`src/hdl/erdis_defs.svh`:
```
// Register map, field layout, reset values for the event router
`ifndef ERDIS_DEFS_SVH
`define ERDIS_DEFS_SVH

// ==========================================================
// Register byte addresses
`define ERDIS_ADDR_HI_SEL   32'h019C0000
`define ERDIS_ADDR_LO_SEL   32'h019C0004
`define ERDIS_ADDR_LATCH_LO 32'h019C0010
`define ERDIS_ADDR_LATCH_HI 32'h019C0014
`define ERDIS_ADDR_MASK_LO  32'h019C0018
`define ERDIS_ADDR_MASK_HI  32'h019C001C
`define ERDIS_ADDR_STATUS   32'h019C0020
`define ERDIS_ADDR_IMASK    32'h019C0024
`define ERDIS_ADDR_CONFIG   32'h019C0028

// ==========================================================
// Selector fields and reset values
`define ERDIS_SEL_W         5
`define ERDIS_SEL_WMASK     32'h7FFF7FFF
`define ERDIS_LO_SEL_RST    32'h250718A4
`define ERDIS_HI_SEL_RST    32'h08202D43

// ==========================================================
// Status / config bit positions and widths
`define ERDIS_STAT_W        3
`define ERDIS_STAT_LATCH_LO 0
`define ERDIS_STAT_LATCH_HI 1
`define ERDIS_STAT_OVERRUN  2
`define ERDIS_CFG_W         3
`define ERDIS_CFG_HOST      0
`define ERDIS_CFG_CELL      1
`define ERDIS_CFG_COPRO     2
`define ERDIS_CFG_RST       3'h7
`define ERDIS_CHANNELS      64
`define ERDIS_NUM_INT       16

`endif

```
`src/hdl/erdis_pkg.sv`:
```
// Types for the event router and interrupt selector
package erdis_pkg;

  // ==========================================================
  // Peripheral synchronization event lines
  typedef struct packed {
    logic        host;
    logic [2:0]  timer;
    logic [1:0]  mem_refresh;
    logic [15:0] pin;
    logic [2:0]  serial_tx;
    logic [2:0]  serial_rx;
    logic        viterbi_rx;
    logic        viterbi_tx;
    logic        turbo_rx;
    logic        turbo_tx;
    logic        cell_rx;
    logic        cell_tx;
  } erdis_evt_t;

  // ==========================================================
  // CPU-only interrupt source lines
  typedef struct packed {
    logic       reset_req;
    logic       nmi;
    logic       dma_done;
    logic       emu_dtdma;
    logic       emu_rtdx_rx;
    logic       emu_rtdx_tx;
    logic [2:0] serial_tx;
    logic [2:0] serial_rx;
    logic       cell_irq;
    logic       viterbi_irq;
    logic       turbo_irq;
  } erdis_isrc_t;

endpackage : erdis_pkg

```
`src/hdl/erdis_top.sv`:
```
// Event router: DMA channel event latches and CPU interrupt selector
//
// Operation
// RQ1: Sixty-four DMA channels, each with at most one fixed, unprogrammable event source.
// RQ2: Events latch into the latch registers even when their enable bit is clear.
// RQ3: Channel service priority comes from its parameter RAM entry.
// RQ4: Channels 0-3: host interrupt, timer 0, timer 1, memory A refresh.
// RQ5: Pin events 4-7 to channels 4-7, 0-3 to 8-11, 8-15 to 48-55.
// RQ6: Serial ports to 12-15 and 17-18, timer 2 to 19, memory B to 20.
// RQ7: Viterbi receive/transmit to 28/29, turbo receive/transmit to 30/31.
// RQ8: Cell receive event to channel 32, cell transmit event to 40.
// RQ9: Channels 16, 21-27, 33-39, 41-47, 56-63 have no source.
// RQ10: Every channel is also triggered by completion chaining events.
// RQ11: Events of an absent peripheral are treated reserved, never asserted.
// RQ12: Sixteen CPU interrupts, 0 highest priority, 15 lowest.
// RQ13: Interrupts 0-3 are fixed and non-maskable, no selector.
// RQ14: Interrupts 4-15 take programmable sources, with reset defaults.
// RQ15: Selector registers at 0x019C0000 (high) and 0x019C0004 (low).
// RQ16: Five-bit fields at [4:0],[9:5],[14:10],[20:16],[25:21],[30:26].
// RQ17: Reset codes 4-9, 3, 10, 11, 0, 1, 2 for interrupts 4-15.
// RQ18: Latch holds until cleared or serviced; request needs latch and enable.
// RQ19: Each code picks one event line; reserved codes give no interrupt.
`timescale 1ns/1ps
`default_nettype none
`include "erdis_defs.svh"

module erdis_top
  import erdis_pkg::*;
(
  // Clock and reset
  input  wire logic        CLK,
  input  wire logic        SRST,
  // Register port
  input  wire logic [31:0] REG_ADDR,
  input  wire logic [31:0] REG_WDATA,
  input  wire logic        REG_WR,
  input  wire logic        REG_RD,
  output logic      [31:0] REG_RDATA,
  // Peripheral events and CPU sources
  input  wire erdis_evt_t  PERIPH_EVT,
  input  wire erdis_isrc_t CPU_SRC,
  // DMA channel side
  input  wire logic [63:0] CHAIN_EVT,
  input  wire logic [63:0] CHAN_SERVICED,
  input  wire logic [63:0] PARAM_HI_PRIO,
  output logic      [63:0] CHAN_REQ_HI,
  output logic      [63:0] CHAN_REQ_LO,
  // CPU side
  output logic      [15:0] CPU_INT,
  output logic             CPU_INT_ANY,
  output logic      [3:0]  CPU_INT_TOP,
  // Block interrupt
  output logic             IRQ
);

  // ==========================================================
  // Functions
  // Pick one line out of 32 by selector code
  // Reserved codes hit tied-low lines
  // Five bits always index inside
  function automatic logic sel_line(
    input logic [`ERDIS_SEL_W-1:0] code,
    input logic [31:0]             src
  );
    sel_line = src[code];
  endfunction : sel_line

  // Lowest set index wins, matching CPU priority order
  // Scans down; last hit is lowest
  // Idle vector reports zero
  // Qualify it with the any flag
  function automatic logic [3:0] top_int(
    input logic [15:0] v
  );
    top_int = 4'h0;
    for (int i = 15; i >= 0; i--) begin
      if (v[i]) begin
        top_int = 4'(i);
      end
    end
  endfunction : top_int

  // ==========================================================
  // Registers
  // Channel words stay 64 wide
  // Halves split only at the bus
  // Next values come from assigns, rdata_next from always_comb
  logic [31:0]              hi_sel_reg;
  logic [31:0]              lo_sel_reg;
  logic [63:0]              latch_reg;
  logic [63:0]              latch_next;
  logic [63:0]              mask_reg;
  logic [`ERDIS_STAT_W-1:0] status_reg;
  logic [`ERDIS_STAT_W-1:0] status_next;
  logic [`ERDIS_STAT_W-1:0] imask_reg;
  logic [`ERDIS_CFG_W-1:0]  config_reg;
  logic [31:0]              rdata_next;
  logic [15:0]              cpu_int_next;

  // ==========================================================
  // Address decode
  // Full compare avoids aliasing
  // Unmapped: reads zero, no write
  // One decode for read and write
  wire hit_hi_sel   = REG_ADDR == `ERDIS_ADDR_HI_SEL;
  wire hit_lo_sel   = REG_ADDR == `ERDIS_ADDR_LO_SEL;
  wire hit_latch_lo = REG_ADDR == `ERDIS_ADDR_LATCH_LO;
  wire hit_latch_hi = REG_ADDR == `ERDIS_ADDR_LATCH_HI;
  wire hit_mask_lo  = REG_ADDR == `ERDIS_ADDR_MASK_LO;
  wire hit_mask_hi  = REG_ADDR == `ERDIS_ADDR_MASK_HI;
  wire hit_status   = REG_ADDR == `ERDIS_ADDR_STATUS;
  wire hit_imask    = REG_ADDR == `ERDIS_ADDR_IMASK;
  wire hit_config   = REG_ADDR == `ERDIS_ADDR_CONFIG;

  // ==========================================================
  // Peripheral presence gating
  // Absent blocks may float their lines; gate before latching
  // Bits: host, cell, coprocessors
  // Also keeps interrupt lines clean
  wire host_ok  = config_reg[`ERDIS_CFG_HOST];  // [RQ11]
  wire cell_ok  = config_reg[`ERDIS_CFG_CELL];  // [RQ11]
  wire copro_ok = config_reg[`ERDIS_CFG_COPRO]; // [RQ11]

  // ==========================================================
  // Fixed event-to-channel map, not software visible
  // Map cannot be changed at all
  // Unused channels tie low
  // Only chaining sets those bits
  // Host, cell, coprocessor gated
  // Other blocks always fitted
  wire [63:0] chan_evt;
  assign chan_evt[0]     = PERIPH_EVT.host & host_ok;        // [RQ1] [RQ4]
  assign chan_evt[1]     = PERIPH_EVT.timer[0];              // [RQ4]
  assign chan_evt[2]     = PERIPH_EVT.timer[1];              // [RQ4]
  assign chan_evt[3]     = PERIPH_EVT.mem_refresh[0];        // [RQ4]
  assign chan_evt[7:4]   = PERIPH_EVT.pin[7:4];              // [RQ5]
  assign chan_evt[11:8]  = PERIPH_EVT.pin[3:0];              // [RQ5]
  assign chan_evt[12]    = PERIPH_EVT.serial_tx[0];          // [RQ6]
  assign chan_evt[13]    = PERIPH_EVT.serial_rx[0];          // [RQ6]
  assign chan_evt[14]    = PERIPH_EVT.serial_tx[1];          // [RQ6]
  assign chan_evt[15]    = PERIPH_EVT.serial_rx[1];          // [RQ6]
  assign chan_evt[16]    = 1'b0;                             // [RQ9]
  assign chan_evt[17]    = PERIPH_EVT.serial_tx[2];          // [RQ6]
  assign chan_evt[18]    = PERIPH_EVT.serial_rx[2];          // [RQ6]
  assign chan_evt[19]    = PERIPH_EVT.timer[2];              // [RQ6]
  assign chan_evt[20]    = PERIPH_EVT.mem_refresh[1];        // [RQ6]
  assign chan_evt[27:21] = 7'h00;                            // [RQ9]
  assign chan_evt[28]    = PERIPH_EVT.viterbi_rx & copro_ok; // [RQ7]
  assign chan_evt[29]    = PERIPH_EVT.viterbi_tx & copro_ok; // [RQ7]
  assign chan_evt[30]    = PERIPH_EVT.turbo_rx & copro_ok;   // [RQ7]
  assign chan_evt[31]    = PERIPH_EVT.turbo_tx & copro_ok;   // [RQ7]
  assign chan_evt[32]    = PERIPH_EVT.cell_rx & cell_ok;     // [RQ8]
  assign chan_evt[39:33] = 7'h00;                            // [RQ9]
  assign chan_evt[40]    = PERIPH_EVT.cell_tx & cell_ok;     // [RQ8]
  assign chan_evt[47:41] = 7'h00;                            // [RQ9]
  assign chan_evt[55:48] = PERIPH_EVT.pin[15:8];             // [RQ5]
  assign chan_evt[63:56] = 8'h00;                            // [RQ9]

  // Chaining completions can trigger any channel
  // Any channel may be chained
  // Chain pulses skip the gate
  // They come from the controller
  wire [63:0] chan_trig = chan_evt | CHAIN_EVT; // [RQ10]

  // ==========================================================
  // Event latch next state
  // Software writes one to clear; a new event wins over clear
  // Clear winning would lose an
  // Event in the acknowledge cycle
  // Service clears like software
  wire [63:0] sw_clr = {hit_latch_hi & REG_WR ? REG_WDATA : 32'h0,
                        hit_latch_lo & REG_WR ? REG_WDATA : 32'h0};
  // Enable mask does not gate capture
  assign latch_next = (latch_reg & ~sw_clr & ~CHAN_SERVICED)
                    | chan_trig; // [RQ2] [RQ18]

  // Request only with latch and enable both set
  // Enable never gates capture
  // Masked events wait in latch
  // Request rises once enabled
  wire [63:0] chan_req = latch_reg & mask_reg; // [RQ18]

  // ==========================================================
  // Block status events
  // Bits 0, 1: trigger per half
  // Bit 2: trigger on a set bit
  // Two events share one transfer
  // Sticky, write one to clear
  wire [`ERDIS_STAT_W-1:0] stat_evt;
  assign stat_evt[`ERDIS_STAT_LATCH_LO] = |chan_trig[31:0];
  assign stat_evt[`ERDIS_STAT_LATCH_HI] = |chan_trig[63:32];
  // Event onto an already latched bit is lost service
  assign stat_evt[`ERDIS_STAT_OVERRUN]  = |(chan_trig & latch_reg);

  wire [`ERDIS_STAT_W-1:0] stat_clr =
    hit_status & REG_WR ? REG_WDATA[`ERDIS_STAT_W-1:0] : '0;
  // Set side wins over clear
  assign status_next = (status_reg & ~stat_clr) | stat_evt;

  // ==========================================================
  // CPU interrupt source vector indexed by selector code
  // Vector position is the code
  // Codes 21, 22, 24-29 read low
  // Serial irqs use the CPU bundle
  wire [31:0] isrc;
  assign isrc[0]     = PERIPH_EVT.host & host_ok;
  assign isrc[1]     = PERIPH_EVT.timer[0];
  assign isrc[2]     = PERIPH_EVT.timer[1];
  assign isrc[3]     = PERIPH_EVT.mem_refresh[0];
  assign isrc[7:4]   = PERIPH_EVT.pin[7:4];
  assign isrc[8]     = CPU_SRC.dma_done;
  assign isrc[9]     = CPU_SRC.emu_dtdma;
  assign isrc[10]    = CPU_SRC.emu_rtdx_rx;
  assign isrc[11]    = CPU_SRC.emu_rtdx_tx;
  assign isrc[12]    = CPU_SRC.serial_tx[0];
  assign isrc[13]    = CPU_SRC.serial_rx[0];
  assign isrc[14]    = CPU_SRC.serial_tx[1];
  assign isrc[15]    = CPU_SRC.serial_rx[1];
  assign isrc[16]    = PERIPH_EVT.pin[0];
  assign isrc[17]    = CPU_SRC.serial_tx[2];
  assign isrc[18]    = CPU_SRC.serial_rx[2];
  assign isrc[19]    = PERIPH_EVT.timer[2];
  assign isrc[20]    = PERIPH_EVT.mem_refresh[1];
  assign isrc[22:21] = 2'h0;                           // [RQ19]
  assign isrc[23]    = CPU_SRC.cell_irq & cell_ok;
  assign isrc[29:24] = 6'h00;                          // [RQ19]
  assign isrc[30]    = CPU_SRC.viterbi_irq & copro_ok;
  assign isrc[31]    = CPU_SRC.turbo_irq & copro_ok;

  // ==========================================================
  // Interrupt selection
  // Fixed lines: reset, nmi, two reserved held low
  // No selector: reset and nmi
  // Never move down in priority
  assign cpu_int_next[0] = CPU_SRC.reset_req; // [RQ13]
  assign cpu_int_next[1] = CPU_SRC.nmi;       // [RQ13]
  assign cpu_int_next[3:2] = 2'h0;            // [RQ13]

  // Field k of each selector register; bit 15 is a gap
  // Upper fields start a bit higher
  // Codes feed 4..15 in order
  // Selection flopped at output
  // New code acts a cycle later
  genvar k;
  generate
    for (k = 0; k < 6; k++) begin : g_sel
      localparam int LSB = k * 5 + (k >= 3 ? 1 : 0);
      // Low register feeds 4..9, high feeds 10..15
      assign cpu_int_next[4 + k] =
        sel_line(lo_sel_reg[LSB +: `ERDIS_SEL_W], isrc); // [RQ14] [RQ16] [RQ19]
      assign cpu_int_next[10 + k] =
        sel_line(hi_sel_reg[LSB +: `ERDIS_SEL_W], isrc); // [RQ14] [RQ16] [RQ19]
    end
  endgenerate

  // ==========================================================
  // Read mux; unmapped addresses return zero
  // Output flop gates by strobe
  // Bus sees zero between answers
  always_comb begin
    rdata_next = 32'h0;
    if (hit_hi_sel) begin
      rdata_next = hi_sel_reg;
    end else if (hit_lo_sel) begin
      rdata_next = lo_sel_reg;
    end else if (hit_latch_lo) begin
      rdata_next = latch_reg[31:0];
    end else if (hit_latch_hi) begin
      rdata_next = latch_reg[63:32];
    end else if (hit_mask_lo) begin
      rdata_next = mask_reg[31:0];
    end else if (hit_mask_hi) begin
      rdata_next = mask_reg[63:32];
    end else if (hit_status) begin
      rdata_next = {29'h0, status_reg};
    end else if (hit_imask) begin
      rdata_next = {29'h0, imask_reg};
    end else if (hit_config) begin
      rdata_next = {29'h0, config_reg};
    end
  end

  // ==========================================================
  // Selector registers, reserved bits stay zero
  // Write mask keeps bits 15, 31 low
  // Readback matches what selects
  always_ff @(posedge CLK) begin
    if (SRST) begin
      hi_sel_reg <= `ERDIS_HI_SEL_RST; // [RQ17]
      lo_sel_reg <= `ERDIS_LO_SEL_RST; // [RQ17]
    end else begin
      if (REG_WR && hit_hi_sel) begin
        hi_sel_reg <= REG_WDATA & `ERDIS_SEL_WMASK; // [RQ15]
      end
      if (REG_WR && hit_lo_sel) begin
        lo_sel_reg <= REG_WDATA & `ERDIS_SEL_WMASK; // [RQ15]
      end
    end
  end

  // ==========================================================
  // Event latch and enable mask
  // Latch updates every cycle
  // Service and clear share a path
  // Mask resets to all disabled
  always_ff @(posedge CLK) begin
    if (SRST) begin
      latch_reg <= 64'h0;
      mask_reg  <= 64'h0;
    end else begin
      latch_reg <= latch_next;
      if (REG_WR && hit_mask_lo) begin
        mask_reg[31:0] <= REG_WDATA;
      end
      if (REG_WR && hit_mask_hi) begin
        mask_reg[63:32] <= REG_WDATA;
      end
    end
  end

  // ==========================================================
  // Status, interrupt mask and presence config
  // Presence resets to all fitted
  // Clear bits of absent blocks
  always_ff @(posedge CLK) begin
    if (SRST) begin
      status_reg <= '0;
      imask_reg  <= '0;
      config_reg <= `ERDIS_CFG_RST;
    end else begin
      status_reg <= status_next;
      if (REG_WR && hit_imask) begin
        imask_reg <= REG_WDATA[`ERDIS_STAT_W-1:0];
      end
      if (REG_WR && hit_config) begin
        config_reg <= REG_WDATA[`ERDIS_CFG_W-1:0];
      end
    end
  end

  // ==========================================================
  // Output flops
  // Requests split by per-channel priority from parameter RAM
  // All outputs come from flops
  // One cycle late, never glitching
  // Priority sampled with request
  // RAM changes lag one cycle
  // IRQ uses next status, so an
  // Event raises IRQ on that edge
  // Read data zero except answers
  always_ff @(posedge CLK) begin
    if (SRST) begin
      REG_RDATA   <= 32'h0;
      CHAN_REQ_HI <= 64'h0;
      CHAN_REQ_LO <= 64'h0;
      CPU_INT     <= 16'h0;
      CPU_INT_ANY <= 1'b0;
      CPU_INT_TOP <= 4'h0;
      IRQ         <= 1'b0;
    end else begin
      REG_RDATA   <= REG_RD ? rdata_next : 32'h0;
      CHAN_REQ_HI <= chan_req & PARAM_HI_PRIO;  // [RQ3]
      CHAN_REQ_LO <= chan_req & ~PARAM_HI_PRIO; // [RQ3]
      CPU_INT     <= cpu_int_next;
      CPU_INT_ANY <= |cpu_int_next;
      CPU_INT_TOP <= top_int(cpu_int_next); // [RQ12]
      IRQ         <= |(status_next & imask_reg);
    end
  end

endmodule : erdis_top
`default_nettype wire

```
`config.mk`:
```
export PLATFORM = sky130hd
export DESIGN_NAME = erdis_top
export DESIGN_NICKNAME = d
export VERILOG_FILES = /design/src/hdl/erdis_pkg.sv /design/src/hdl/erdis_top.sv
export VERILOG_INCLUDE_DIRS = /design/src /design/src/hdl
export SDC_FILE = /design/constraint.sdc
export NUM_CORES = 1
export LEC_CHECK = 0
export ABC_AREA = 1
export BUFFER_PORTS_ARGS = -buffer_cell sky130_fd_sc_hd__buf_2
export CORE_AREA = 2 2 193 195
export CTS_BUF_LIST = sky130_fd_sc_hd__clkbuf_4 sky130_fd_sc_hd__clkbuf_8
export DETAILED_ROUTE_END_ITERATION = 6
export DIE_AREA = 0 0 195 197
export PLACE_DENSITY = 0.81
export SETUP_SLACK_MARGIN = 0.2
export SLEW_MARGIN = 20
export SYNTH_ARGS = -nofsm -noshare
export SYNTH_HDL_FRONTEND = slang
export SYNTH_SLANG_ARGS = --single-unit
```
`constraint.sdc`:
```
create_clock -name CLK -period 6.25 [get_ports CLK]
set_clock_uncertainty 0.1 [all_clocks]
set_input_delay 1.25 -clock CLK [delete_from_list [all_inputs] [get_ports CLK]]
set_output_delay 1.25 -clock CLK [all_outputs]
set_load 0.05 [all_outputs]
```
Word level (Yosys, flattened, before mapping)
Cells that the tools add are included.
- multiplexer cells: 49
- shifts and indexed selects: 0
- eq/ne operators: 9
- multiply operators: 0
- bitwise logic cells: 29
- add/sub/neg operators: 0
- reductions and logical operators: 17
- div/mod/pow operators: 0
- magnitude comparators: 12
- operator list (kind ; number):
    AND 64 bit ; 6
    == test 32 x 25 -> 1 bit, second input constant ; 9
    two-way mux 32 bit ; 6
    NOT 64 bit ; 3
    < comparator 5 x 6 -> 1 bit, second input constant ; 12
    bitwise OR 56 x 64 -> 64 bit ; 1
    bitwise OR 64 bit ; 1
    OR reduction 32 bit ; 2
    OR reduction 64 bit ; 1
    two-way mux 31 bit ; 2
    binary-select mux 1 bit (select 5 bit) ; 12
    two-way mux 4 bit ; 8
    two-way mux 3 bit ; 8
    OR reduction 14 bit ; 1
    AND 1 bit ; 13
    two-way mux 1 bit ; 13
    OR reduction 7 bit ; 1
    AND 3 bit ; 2
    logical AND 1 bit ; 6
    OR reduction 3 bit ; 2
    OR reduction 5 bit ; 1
    OR reduction 2 bit ; 2
    OR reduction 4 bit ; 1
    NOT 3 bit ; 1
    other kinds (2) ; 2
- memories kept: 0
- bits in registers: 379
- memory bits (writable): 0
- logic and storage cells: 136
- input bits: 309
- bits in latches: 0
- bits in read-only memories: 0

Longest topological paths before layout
- word-level depth: 16
- mapped depth: 20

Least setup slack after synthesis
Ideal clock, no wire load.
- kind: input to register
- start: input port REG_ADDR[15]
- end: register REG_RDATA[30]
- required time: 6023 ps
- cell stages on the path: 14
- setup slack: 3320 ps
- data arrival time: 2703 ps
- cell sequence: nor2_1 nand2_1 nor2_4 nand4_4 nor2_4 nand2_4 nor2_8 inv_4 buf_6 buf_6 nand3_1 o211ai_1 o221ai_1 o21ai_0
- cells in the longest elaborated chain, start to end: 7
- RTL lines (what ; line ; text):
    start, declared ; erdis_top.sv:34 ; input wire logic [31:0] REG_ADDR,
    == test 32 x 25 -> 1 bit (no source line) ; - ;
    two-way mux 32 bit ; erdis_top.sv:272 ; end else if (hit_mask_hi) begin
    two-way mux 32 bit ; erdis_top.sv:270 ; end else if (hit_mask_lo) begin
    two-way mux 32 bit ; erdis_top.sv:268 ; end else if (hit_latch_hi) begin
    two-way mux 32 bit ; erdis_top.sv:266 ; end else if (hit_latch_lo) begin
    two-way mux 31 bit ; erdis_top.sv:264 ; end else if (hit_lo_sel) begin
    two-way mux 31 bit (*) ; erdis_top.sv:262 ; if (hit_hi_sel) begin
    end signal, assigned ; erdis_top.sv:361 ; REG_RDATA <= REG_RD ? rdata_next : 32'h0;
    end, declared ; erdis_top.sv:38 ; output logic [31:0] REG_RDATA,
Mark *: on every way between the ends. The rest lies on a longest branch, timed or not.
A chain may end at the register's enable or synchronous reset.

Worst setup path after layout
- start: input port REG_ADDR[13]
- end: register mask_reg[26]
- cells in the longest elaborated chain, start to end: 2
- RTL lines (what ; line ; text):
    == test 32 x 25 -> 1 bit (no source line) ; - ;
    logical AND 1 bit ; erdis_top.sv:312 ; if (REG_WR && hit_mask_lo) begin
    end signal, assigned ; erdis_top.sv:309 ; mask_reg <= 64'h0;
    end signal, assigned ; erdis_top.sv:313 ; mask_reg[31:0] <= REG_WDATA;
    end, declared ; erdis_top.sv:92 ; logic [63:0] mask_reg;
No other way between the ends.

==> results.json <==
{
  "cts_resized": 0,
  "worstHoldEndpoint": "CHAN_REQ_HI[25]$_SDFF_PP0_",
  "placed_area_um2": 20000,
  "root_buffer": "clkbuf_8",
  "multi_input_area_um2": 8150,
  "p_leak_nw": 9.70,
  "end_kind": "flip-flop",
  "whs_path_depth": 2,
  "setup-violations-final": 0,
  "crit_top_cell": "nor2_4",
  "ys.flop_type": "dfxtp_1",
  "fp.dieArea_um2": 38400,
  "worstReg2RegStart": "config_reg[2]$_SDFFE_PP1P_",
  "grt_use_total": 0.386,
  "yosysWarnings": 0,
  "hp-class": "reg2reg",
  "synth.area.top_cells": "dfxtp_1, o21ai_0, a21oi_1",
  "cp_max_fo": 40,
  "htree_levels": 2,
  "final_cell_mix": "buf_2, dfxtp_1, o21ai_0",
  "ir_drop_mv": 0.178,
  "layout.nets": 3149,
  "seq_area_um2": 7550,
  "pre_cts_slack_ns": 2.04,
  "arrival_ns": 4.03,
  "place.gp.congestion": 1.01,
  "r2r_setup_slack_ns": 3.17,
  "first_pass_iters": 7,
  "antenna_found_initial": 9,
  "grt_pass1_wl_um": 112000,
  "wl_per_cell_um": 23.2,
  "yosysUniqueCellTypes": 47,
  "cts.sinks": 377,
  "powerDensity_nw_per_um2": 242,
  "cts_hold_buf": 0,
  "die_w_um": 195,
  "cts.clk_slew.worst_paths_ns": 0.06,
  "power_w": 0.00514,
  "yosys_register_bits": 377,
  "overflow": 0,
  "rsz0062_at_grt": "no",
  "tritoncts": "done",
  "cp_cell_sequence": "buf_2, nor2_1, nand2_1, nor2_4, nand4_4, nor2_4, nand2_4, nor2_8, inv_4, nor2_4, buf_4, o21ai_0, a21oi_1",
  "avgSynthCellArea_um2": 7.23,
  "drt-vias-per-instance": 6.05,
  "slew_violations": 0,
  "max_freq_ghz": 0.282,
  "hp-start": "latch_reg[25]$_SDFF_PP0_",
  "die_height_um": 197,
  "period_minus_slack_ns": 3.55,
  "synthesis.area_um2": 17400,
  "crit_type": "in2reg",
  "seq_area_frac_synth": 0.433,
  "crit_slowest_cell": "buf_4",
  "max_stage_delay_ns": 0.48,
  "min_period_over_period": 0.567,
  "hold_viol": 0,
  "clock_path_buffers": 3,
  "fin_setup_tns_ns": 0,
  "maxCapViolations": 0,
  "async_reset_ff_frac": 0,
  "synth-edff-count": 0,
  "fillCellCount": 3440,
  "r2r-end": "CPU_INT_TOP[0]$_SDFF_PP0_",
  "ant_nets": 0,
  "crit_required_ns": 6.73,
  "cp_top_family": "simple AND/OR/NAND/NOR gates",
  "fp-row-count": 70,
  "io_pins": 491,
  "portBuffers": 488,
  "cp-start-kind": "primary input",
  "dpl.hpwl_um": 57700,
  "grt_max_degree": 180,
  "cts_buffers": 60,
  "insertion_delay_ns": 0.70,
  "worst-path-buf-inv": 3,
  "postLayoutSetupSlackWorst_ns": 2.70,
  "layout_commonest_cell": "buf_2",
  "synth.top_cell.area_share": 0.433,
  "ff2ff_path_depth": 16,
  "vias": 20300,
  "core-area_um2": 36300,
  "drive_gt1_frac": 0.224,
  "route.detailed.drc": 0,
  "netlist_instances": 2413,
  "yosys.area.top_type": "dfxtp_1",
  "post_cts_buffers": 0,
  "tightest_slew_ns": 1.10,
  "slew_headroom": 0.259,
  "grt_pass1_vias": 18500,
  "start_util": 0.481,
  "final_area_um2": 21300,
  "outcome": "completed",
  "drt-total-wl_um": 77700,
  "syn_to_final_growth_pct": 21.8,
  "dr.first_iter.drc_count": 2511
}
report_power, final:
group          internal, W  switching (W)  total [W]  leakage, nW
clock              0.00117        0.00103    0.00220        0.660
sequential         0.00244      0.0000298    0.00247         3.06
combinational     0.000146       0.000331   0.000476         5.98
per-layer routing:
metal / GRT usage / share of wire / vias to the layer above
met4: 0.185 / 0.050 / 2
li1: - / - / 9131
met3: 0.0885 / 0.12 / 261
met5: 0 / 0.00014 / -
met1: 0.502 / 0.38 / 9402
met2: 0.608 / 0.44 / 1516
cells by family after synthesis:
logic type | after synthesis | synth area share
AND/OR/NAND/NOR | 798 | 0.211
AO/OA/AOI/OAI | 792 | 0.255
buffers and inverters | 445 | 0.101
flip-flops | 377 | 0.433
other | 1 | 0.000215
worst max path at each step:
stage,slack [ns],cells after the start,startpoint,endpoint
CTS,2.71,12,REG_ADDR[17],lo_sel_reg[22]$_SDFFE_PP0P_
finish,2.70,13,REG_ADDR[13],mask_reg[26]$_SDFFE_PP0P_
floorplan,3.32,14,REG_ADDR[15],REG_RDATA[30]$_SDFF_PP0_
detailed placement,2.04,12,REG_ADDR[17],lo_sel_reg[3]$_SDFFE_PP0P_
global route,2.51,13,REG_ADDR[1],latch_reg[29]$_SDFF_PP0_
global placement,2.17,12,REG_ADDR[17],lo_sel_reg[21]$_SDFFE_PP0P_
synthesized netlist by cell type (all sizes together), types with 22 or more instances:
cell type	instances
a21oi	295
buf	48
clkbuf	86
dfxtp	377
inv	303
nand2	283
nand3	174
nand4	28
nor2	198
nor3	30
nor3b	22
nor4	51
o211ai	81
o21ai	326
layout make-up:
| class | instances | area share |
|---|---|---|
| multi-input combinational | 1592 | 0.383 |
| clock inverter | 11 | 0.00365 |
| antenna | 9 | 0.00106 |
| clock buffer | 91 | 0.0539 |
| tap | 468 | 0.0275 |
| inverter | 311 | 0.0550 |
| timing repair buffer | 498 | 0.120 |
| sequential | 377 | 0.355 |
stage by stage:
| stage | hold WS [ns] | utilization | std cells |
|---|---|---|---|
| 2_1_floorplan | 0.332 | - | 2414 |
| 5_1_grt | 0.364 | 0.586 | 3356 |
| 6_report | 0.326 | 0.586 | 3357 |
| 3_5_place_dp | 0.347 | 0.551 | 3245 |
| 4_1_cts | 0.333 | 0.585 | 3347 |
| 3_3_place_gp | 0.347 | 0.551 | 3245 |
worst reg2reg max path: stages (launching register included):
cell,delay (ns)
dfxtp_1,0.71
nand2_1,0.56
inv_1,0.39
nand3_1,0.12
o21ai_0,0.14
a31oi_1,0.11
nand2_1,0.08
nand2_1,0.13
nand2_1,0.10
nand2_1,0.05
nand2_1,0.07
nand2_1,0.05
nand2_1,0.06
nand2_1,0.06
nand2_1,0.06
nand2_1,0.07
a21oi_1,0.14
No activity file was read; power rests on OpenSTA's default activity.
